## src/hdl/l2ap_pkg.sv

```systemverilog
package l2ap_pkg;

    // ****************************************
    // widths and bit positions
    // ****************************************
    localparam int ADDR_W       = 32;
    localparam int PAR_W        = 4;
    localparam int PROC_N       = 4;
    localparam int BYTE_W       = 8;

    // ****************************************
    // reset values
    // ****************************************
    localparam logic [ADDR_W-1:0] ADDR_RST = 32'h0000_0000;

    // ****************************************
    // tenure states
    // ****************************************
    typedef enum logic [2:0] {
        L2AP_IDLE = 3'h1,
        L2AP_WAIT = 3'h2,
        L2AP_TEN  = 3'h4
    } l2ap_ten_type;

    // ****************************************
    // carriers
    // ****************************************
    typedef struct packed {
        logic [PROC_N-1:0] grant_n;
        logic [PROC_N-1:0] request_n;
        logic [PROC_N-1:0] data_grant_n;
    } l2ap_arb_type;

    typedef struct packed {
        logic [ADDR_W-1:0] addr;
        logic [PAR_W-1:0]  par;
    } l2ap_abus_type;

endpackage

```

## src/hdl/l2ap_sync.sv

```systemverilog
`timescale 1ns/100ps
`default_nettype none
module l2ap_sync
    import l2ap_pkg::*;
#(
    parameter int W = 1
) (
    input  wire logic         clk,
    input  wire logic         rst_n,
    input  wire logic [W-1:0] din,
    output logic      [W-1:0] dout
);

    // ****************************************
    // two-stage synchroniser
    // ****************************************
    logic [W-1:0] s1_q;
    logic [W-1:0] s1_d;
    logic [W-1:0] s2_q;
    logic [W-1:0] s2_d;

    always_comb begin
        s1_d = din;
        s2_d = s1_q;
    end

    always_ff @(posedge clk) begin
        if (!rst_n) begin
            s1_q <= '1;
            s2_q <= '1;
        end else begin
            s1_q <= s1_d;
            s2_q <= s2_d;
        end
    end

    assign dout = s2_q;

endmodule
`default_nettype wire

```

## src/hdl/l2ap_port.sv

```systemverilog
// Summary of operation
// - address lines input, driven during own tenure
// - busy qualifies grant; driven during own tenure
// - parity error low three cycles after start
// - parity checked only when enable pin low
// - retry asserted on snoop hit dirty line
// - effective grant is OR of four
// - effective request is OR of four
// - effective data grant is OR of four
`timescale 1ns/100ps
`default_nettype none
module l2ap_port
    import l2ap_pkg::*;
(
    input  wire logic              clk,
    input  wire logic              rst_n,
    input  wire l2ap_abus_type     abus_in,
    output l2ap_abus_type          abus_out,
    output logic                   abus_oe_n,
    input  wire logic              transfer_start_n,
    input  wire logic              parity_enable_pin_n,
    output logic                   parity_error_out,
    output logic                   parity_error_oe_n,
    input  wire logic              address_tenure_busy_in_n,
    output logic                   address_tenure_busy_out,
    output logic                   address_tenure_busy_oe_n,
    input  wire logic              address_acknowledge_in_n,
    input  wire logic              address_retry_in_n,
    output logic                   address_retry_out,
    output logic                   address_retry_oe_n,
    input  wire l2ap_arb_type      arb_in,
    output logic                   eff_grant_n,
    output logic                   eff_request_n,
    output logic                   eff_data_grant_n,
    output logic                   retry_seen,
    input  wire logic              tenure_req,
    input  wire logic [ADDR_W-1:0] tenure_addr,
    output logic                   tenure_busy,
    output logic                   tenure_done,
    input  wire logic              snoop_dirty_hit,
    output logic [ADDR_W-1:0]      snoop_addr
);

    // ****************************************
    // input synchronisation
    // ****************************************
    localparam int SW = ADDR_W + PAR_W + 5 + 3 * PROC_N;
    logic [SW-1:0]  sync_in;
    logic [SW-1:0]  sync_out;
    l2ap_abus_type  ab_s;
    l2ap_arb_type   arb_s;
    logic           ts_s;
    logic           pen_s;
    logic           abb_s;
    logic           address_acknowledge_s;
    logic           address_retry_s;

    assign sync_in = {abus_in, arb_in, transfer_start_n, parity_enable_pin_n,
                      address_tenure_busy_in_n, address_acknowledge_in_n,
                      address_retry_in_n};

    l2ap_sync #(.W(SW)) u_sync (
        .clk   (clk),
        .rst_n (rst_n),
        .din   (sync_in),
        .dout  (sync_out)
    );

    assign {ab_s, arb_s, ts_s, pen_s, abb_s, address_acknowledge_s, address_retry_s} = sync_out;

    // ****************************************
    // grant, request, data grant merging
    // ****************************************
    logic grant_n;
    assign grant_n          = &arb_s.grant_n;
    assign eff_grant_n      = grant_n;
    assign eff_request_n    = &arb_s.request_n;
    assign eff_data_grant_n = &arb_s.data_grant_n;

    // ****************************************
    // parity check and error pulse
    // ****************************************
    logic [PAR_W-1:0] byte_ok;
    logic             par_err;
    logic             ape_q;
    logic             ape_d;
    logic [ADDR_W-1:0] snp_q;
    logic [ADDR_W-1:0] snp_d;

    // bit 0 is the most significant address line
    always_comb begin
        for (int i = 0; i < PAR_W; i++) begin
            byte_ok[i] = ^{ab_s.addr[ADDR_W-1-i*BYTE_W -: BYTE_W], ab_s.par[PAR_W-1-i]};
        end
    end

    assign par_err = !ts_s && !pen_s && (byte_ok != '1);

    always_comb begin
        ape_d = par_err;
        snp_d = ts_s ? snp_q : ab_s.addr;
    end

    always_ff @(posedge clk) begin
        if (!rst_n) begin
            ape_q <= 1'b0;
            snp_q <= ADDR_RST;
        end else begin
            ape_q <= ape_d;
            snp_q <= snp_d;
        end
    end

    assign parity_error_out  = 1'b0;
    assign parity_error_oe_n = !ape_q;
    assign snoop_addr        = snp_q;

    // ****************************************
    // own address tenure
    // ****************************************
    l2ap_ten_type      st_q;
    l2ap_ten_type      st_d;
    logic [ADDR_W-1:0] ta_q;
    logic [ADDR_W-1:0] ta_d;
    logic              done_q;
    logic              done_d;

    always_comb begin
        st_d   = st_q;
        ta_d   = ta_q;
        done_d = 1'b0;
        case (st_q)
            L2AP_IDLE: begin
                if (tenure_req) begin
                    ta_d = tenure_addr;
                    st_d = L2AP_WAIT;
                end
            end
            L2AP_WAIT: begin
                if (!grant_n && abb_s) begin
                    st_d = L2AP_TEN;
                end
            end
            L2AP_TEN: begin
                if (!address_acknowledge_s) begin
                    st_d   = L2AP_IDLE;
                    done_d = 1'b1;
                end
            end
            default: st_d = L2AP_IDLE;
        endcase
    end

    always_ff @(posedge clk) begin
        if (!rst_n) begin
            st_q   <= L2AP_IDLE;
            ta_q   <= ADDR_RST;
            done_q <= 1'b0;
        end else begin
            st_q   <= st_d;
            ta_q   <= ta_d;
            done_q <= done_d;
        end
    end

    function automatic logic [PAR_W-1:0] odd_par(input logic [ADDR_W-1:0] a);
        logic [PAR_W-1:0] p;
        p = '0;
        for (int i = 0; i < PAR_W; i++) begin
            p[PAR_W-1-i] = ~^a[ADDR_W-1-i*BYTE_W -: BYTE_W];
        end
        return p;
    endfunction

    assign address_tenure_busy_out  = 1'b0;
    assign address_tenure_busy_oe_n = (st_q != L2AP_TEN);
    assign abus_out.addr            = ta_q;
    assign abus_out.par             = odd_par(ta_q);
    assign abus_oe_n                = (st_q != L2AP_TEN);
    assign tenure_busy              = (st_q != L2AP_IDLE);
    assign tenure_done              = done_q;

    // ****************************************
    // address retry
    // ****************************************
    logic rty_q;
    logic rty_d;

    always_comb begin
        rty_d = snoop_dirty_hit;
    end

    always_ff @(posedge clk) begin
        if (!rst_n) begin
            rty_q <= 1'b0;
        end else begin
            rty_q <= rty_d;
        end
    end

    assign address_retry_out  = 1'b0;
    assign address_retry_oe_n = !rty_q;
    assign retry_seen         = !address_retry_s;

endmodule
`default_nettype wire

```

## config.mk

```make
export PLATFORM = sky130hd
export DESIGN_NAME = l2ap_port
export DESIGN_NICKNAME = d
export VERILOG_FILES = /design/src/hdl/l2ap_pkg.sv /design/src/hdl/l2ap_sync.sv /design/src/hdl/l2ap_port.sv
export SDC_FILE = /design/constraint.sdc
export NUM_CORES = 1
export LEC_CHECK = 0
export ABC_AREA = 1
export BUFFER_PORTS_ARGS = -buffer_cell sky130_fd_sc_hd__buf_4
export CORE_ASPECT_RATIO = 1.4
export CORE_UTILIZATION = 40
export DETAILED_ROUTE_END_ITERATION = 10
export PLACE_DENSITY_LB_ADDON = 0.05
export REMOVE_ABC_BUFFERS = 1
export SYNTH_ARGS = -nofsm -noshare
export SYNTH_HDL_FRONTEND = slang
export SYNTH_SLANG_ARGS = --single-unit
export TNS_END_PERCENT = 5
```

## constraint.sdc

```tcl
create_clock -name clk -period 1.3 [get_ports clk]
set_input_delay 0.065 -clock clk [delete_from_list [all_inputs] [get_ports clk]]
set_output_delay 0.065 -clock clk [all_outputs]
set_load 0.02 [all_outputs]
```

======== After elaboration in Yosys (flattened, before gate mapping) ========
Cells that the tools add are included.
storage, ports and cells
  memory bits (writable) .................. 0
  memories kept ........................... 0
  logic and storage cells ................. 45
  register bits ........................... 176
  bits in read-only memories .............. 0
  bits in latches ......................... 0
  output and inout port bits .............. 81
  input port bits ......................... 89
operators by class
  shifts and indexed selects .............. 0
  equality and inequality tests ........... 9
  multiplexer cells ....................... 5
  multipliers ............................. 0
  reductions and logical operators ........ 23
  bitwise gates (word level) .............. 0
  magnitude comparators ................... 0
  $add $sub $neg .......................... 0
  divide/modulo/power cells ............... 0
operators by type and width
  kind                                                   count
  parity 9 bit                                           4
  XNOR reduction 8 bit                                   4
  AND reduction 4 bit                                    3
  two-way mux 3 bit                                      3
  one-hot mux 3 bit (3 select lines)                     1
  zero test 1 bit                                        6
  inequality test 2 bit, second input constant           3
  inequality test 4 bit, second input constant           1
  AND reduction 2 bit                                    2
  equality test 3 x 1 -> 1 bit, second input constant    1
  equality test 3 x 2 -> 1 bit, second input constant    1
  equality test 3 bit, second input constant             1
  logical AND 1 bit                                      3
  inequality test 3 x 1 -> 1 bit, second input constant  1
  inequality test 3 bit, second input constant           1
  AND reduction 3 bit                                    1
  two-way mux 1 bit                                      1

======== Depth between registers and ports, before layout ========
  word-level depth ........................ 5
  depth in mapped cells ................... 12
  gate-level depth less buffers ........... 12

======== Hierarchy ========
From an unflattened synthesis, not the netlist that was laid out.
unflattened totals
  cell total of the unflattened synthesis .. 816
  area, all modules ....................... 6403.6 sq um
modules (own cells, without submodules)
  module     instances  cells each  area each (sq um)
  l2ap_port  1          486         3392.0
  l2ap_sync  1          330         3011.6

======== Least setup slack after synthesis ========
Ideal clock, no wire load.
  path type ............................... register to register
  start ................................... register st_q[1]
  end ..................................... register ta_q[21]
  setup slack ............................. 73 ps
  data required time ...................... 1184 ps
  cell stages (with the launch flop) ...... 8
  library setup time ...................... 116 ps
  path buffers ............................ 1
  arrival time ............................ 1111 ps
  cells stage by stage .................... dfxtp_1 nor3_2 inv_2 nor2_8 inv_4 buf_6 nor2_2 nor2_1
on the way
  longest elaborated chain between the ends .. 2
ends and longest elaborated chain
  what                                  RTL line          source
  start: declaration                    l2ap_port.sv:121  l2ap_ten_type st_q;
  start signal: assignment              l2ap_port.sv:160  st_q <= st_d;
  equality test 3 x 1 -> 1 bit          l2ap_port.sv:132  case (st_q)
  AND reduction 2 bit (no source line)  -
  end signal: assignment                l2ap_port.sv:161  ta_q <= ta_d;
  end: declaration                      l2ap_port.sv:123  logic [ADDR_W-1:0] ta_q;
No other way between the ends.
A chain may end at the register's enable or synchronous reset.

==> metrics <==
status=finished, violations left; failing checks=setup timing; Post-synth ARST share=0%; cell mode on critical path=xnor2_1; Critical path destination=abus_out[3]; Worst IR Drop VDD=1.06 mV; setup_tns=-0.904 ns; CP Depth=4; critical-path cell list=xor2_2, xnor2_1, xnor2_1, buf_4; grt ovf=0; effective utilization at floorplan=41.3%; antenna cells=0; final setup fails=6; routed wire length=13.9 mm; Worst path top cell family by delay=XOR/XNOR gates; Rows=53; DR vias=5159; input/output buffers=166; routed len/inst=11.9 um; initial DRC count=234; CTS H-tree lvls=4; pwr dens=1440 mW/mm2; clock latency on the worst-skew pair=0.41 ns; Final Max Tran Viols=0; Worst-path clk slew=0.07 ns; largest cells by area after synthesis=dfxtp_1 56%, or2_2 11%, nand2_1 6.0%; FF-to-FF End=ta_q[31]; routability congestion estimate=0.733; Sink Count=around 180; Cell Count, Final, Fillers Out=1165; first-pass GRT wire length=22.9 mm; vias in the first global route=between 5000 and 6000; area leader, netlist=dfxtp_1; router iterations before antenna repair=4; Tmin final=1.52 ns; Die X=108 um; layout cell share with drive strength beyond 1=39.2%; crit-path max FO=3; CTS Root Cell=clkbuf_16; R2R cell count=7; CTS tree=yes; Final Skew=0.0123 ns; Final WS setup=-0.223 ns; dpl cells=1044; post-synthesis cell area=approximately 0.0063 mm2; Filler Cell Count=1317; MaxCap Viol Count=0; CTS buffer count=17; antenna-violating nets left=0; synth cell count leaders=176 x dfxtp_1, 106 x or2_2, 101 x nand2_1, 81 x nor2_1, 45 x o21ai_0; CP Capture Type=primary output; CP Data Required Time=1.24 ns; Hold/Removal Path Class=input pin to register; hpwl dp=9.01 mm; final hold violation count=0; unrepaired setup endpoints after global routing=yes; Vias per Instance=4.43; Total Routing Usage GR=18.0%; Die H=around 150 um; ys flop type=dfxtp_1; flop2flop setup slack=0.03 ns; Buf/Inv on CP=1; met2 routed WL=6.99 mm; Crit Path Class=register to primary output; met1 WL=5.98 mm; Placement Setup Slack=-0.0430 ns; Slowest-stage cell, CP=dfxtp_2; die footprint=0.0162 mm2; flops & latches, synth=~180; area of the multi-input gates=about 0.0025 mm2; Sequential cell area=0.00356 mm2; Synth top area share=56.2%; Tcrit/Tclk final=117%; P&R area growth vs syn=47.5%; Slowest Stage Delay on Critical Path=0.35 ns; drc violations=0; Syn. warnings=0; static leakage=0.00436 uW; Syn Area/Cell=approximately 8.8 um2; RR Startpoint=st_q[0]; worst endpoint data arrival time=1.46 ns; top-count cell post-synth=dfxtp_1; Cell variety after synth=25; Gate Count Post-Synth=710; Worst setup startpoint=ta_q[25]; EDFF count, synth=0; CORE AREA=0.0152 mm2; nets=1050; CP Launch Type=register; Max Freq=657 MHz; Clock Path Buffers=2; I/O Pins=170; antenna violations before repair=0; wire length on met3=740 um; largest net degree at the start of global routing=110; max layer used=met4; sequential share of the synthesized area=~56%
==> worst min-delay path by stage <==
stage,start,endpoint,slack (ns),cells after the start
floorplan,rst_n,st_q[0],0.15,1
global placement,abus_in[9],u_sync.s1_q[26],0.25,2
detailed placement,snoop_dirty_hit,rty_q,0.25,3
CTS,tenure_req,st_q[0],0.07,4
global route,tenure_req,st_q[0],0.12,4
finish,tenure_req,st_q[0],0.09,4
==> placed cells by master, fill, tap and decap left out <==
cell,synthesis,final
xnor2_2,0,7
nor3_4,0,1
inv_6,0,7
bufinv_16,0,1
a21oi_1,21,21
a21oi_4,1,1
inv_2,3,3
nor3_2,1,1
o21ai_0,45,43
nor2_2,20,20
inv_8,0,4
xor2_1,11,9
o21ai_1,20,22
inv_1,42,42
xnor2_1,27,20
xor2_2,0,2
clkinv_2,0,2
nand2_1,101,101
nand3b_1,3,3
dfxtp_1,176,147
buf_4,4,175
nand3_1,11,10
buf_12,0,2
nand3_2,0,1
dlygate4sd3_1,0,87
nand4_1,2,2
nor3_1,2,1
dfxtp_2,0,29
clkinvlp_4,0,1
nor2_8,1,1
or2_2,106,106
nor2_1,81,81
clkbuf_16,0,17
conb_1,1,3
==> worst register-to-register path, stage by stage (launching register included) <==
cell     delay, ns
dfxtp_2       0.34
inv_1         0.07
nor3_4        0.13
inv_2         0.10
nor2_8        0.13
buf_12        0.20
o21ai_0       0.10
nor2_1        0.13
==> per-stage QoR <==
step	total power, uW	instance area [um2]	util, %	hold WS (ns)
2_1_floorplan	7260	6090	-	0.150
3_3_place_gp	8160	7660	50.5	0.252
3_5_place_dp	8200	7660	50.5	0.252
4_1_cts	13400	9180	60.5	0.0735
5_1_grt	14000	9250	60.9	0.118
6_report	13300	9250	60.9	0.0887
==> report_power, final <==
| part | internal [uW] | switching, uW | total (uW) |
|---|---|---|---|
| clock network | 2710 | 2200 | 4910 |
| logic | 1240 | 1210 | 2450 |
| registers | 5740 | 213 | 5950 |
==> metal layers <==
layer / global-route usage (%) / up-vias
li1: - / 2683
met1: 20.1 / 2329
met2: 32.6 / 134
met3: 4.63 / 13
met4: 6.10 / 0
met5: 0 / -
==> logic make-up after synthesis <==
family | Yosys count | share of synthesized area (%)
AO/OA/AOI/OAI | 87 | 7.12
other | 1 | 0.0598
flip-flops | 176 | 56.2
XOR/XNOR | 38 | 5.31
buffers and inverters | 80 | 5.80
AND/OR/NAND/NOR | 328 | 25.5
==> area by class of cell <==
class,instances,share of cell area (%)
clock buffer,17,4.60
clock inverter,14,1.57
inverter,46,1.92
multi-input combinational,456,26.8
sequential,176,38.5
tap,192,2.60
timing repair buffer,264,24.1
==> timing repair <==
| action | 4_1_cts | 5_1_grt |
|---|---|---|
| hold endpoints to repair | 86 | 0 |
| setup buffers | 3 | 0 |
| resized for setup | 23 | 21 |
| pin swaps | 11 | 7 |
| setup endpoints to repair | 8 | 40 |
| hold buffers | 87 | 0 |
==> state kept, by name, indices dropped and copies added, names as in the netlist <==
register,flops
u_sync.s1_q,53
tenure_done,1
snoop_addr,32
st_q,3
ta_q,32
u_sync.dout,53
ape_q,1
rty_q,1
(Power assumes the default switching activity.)
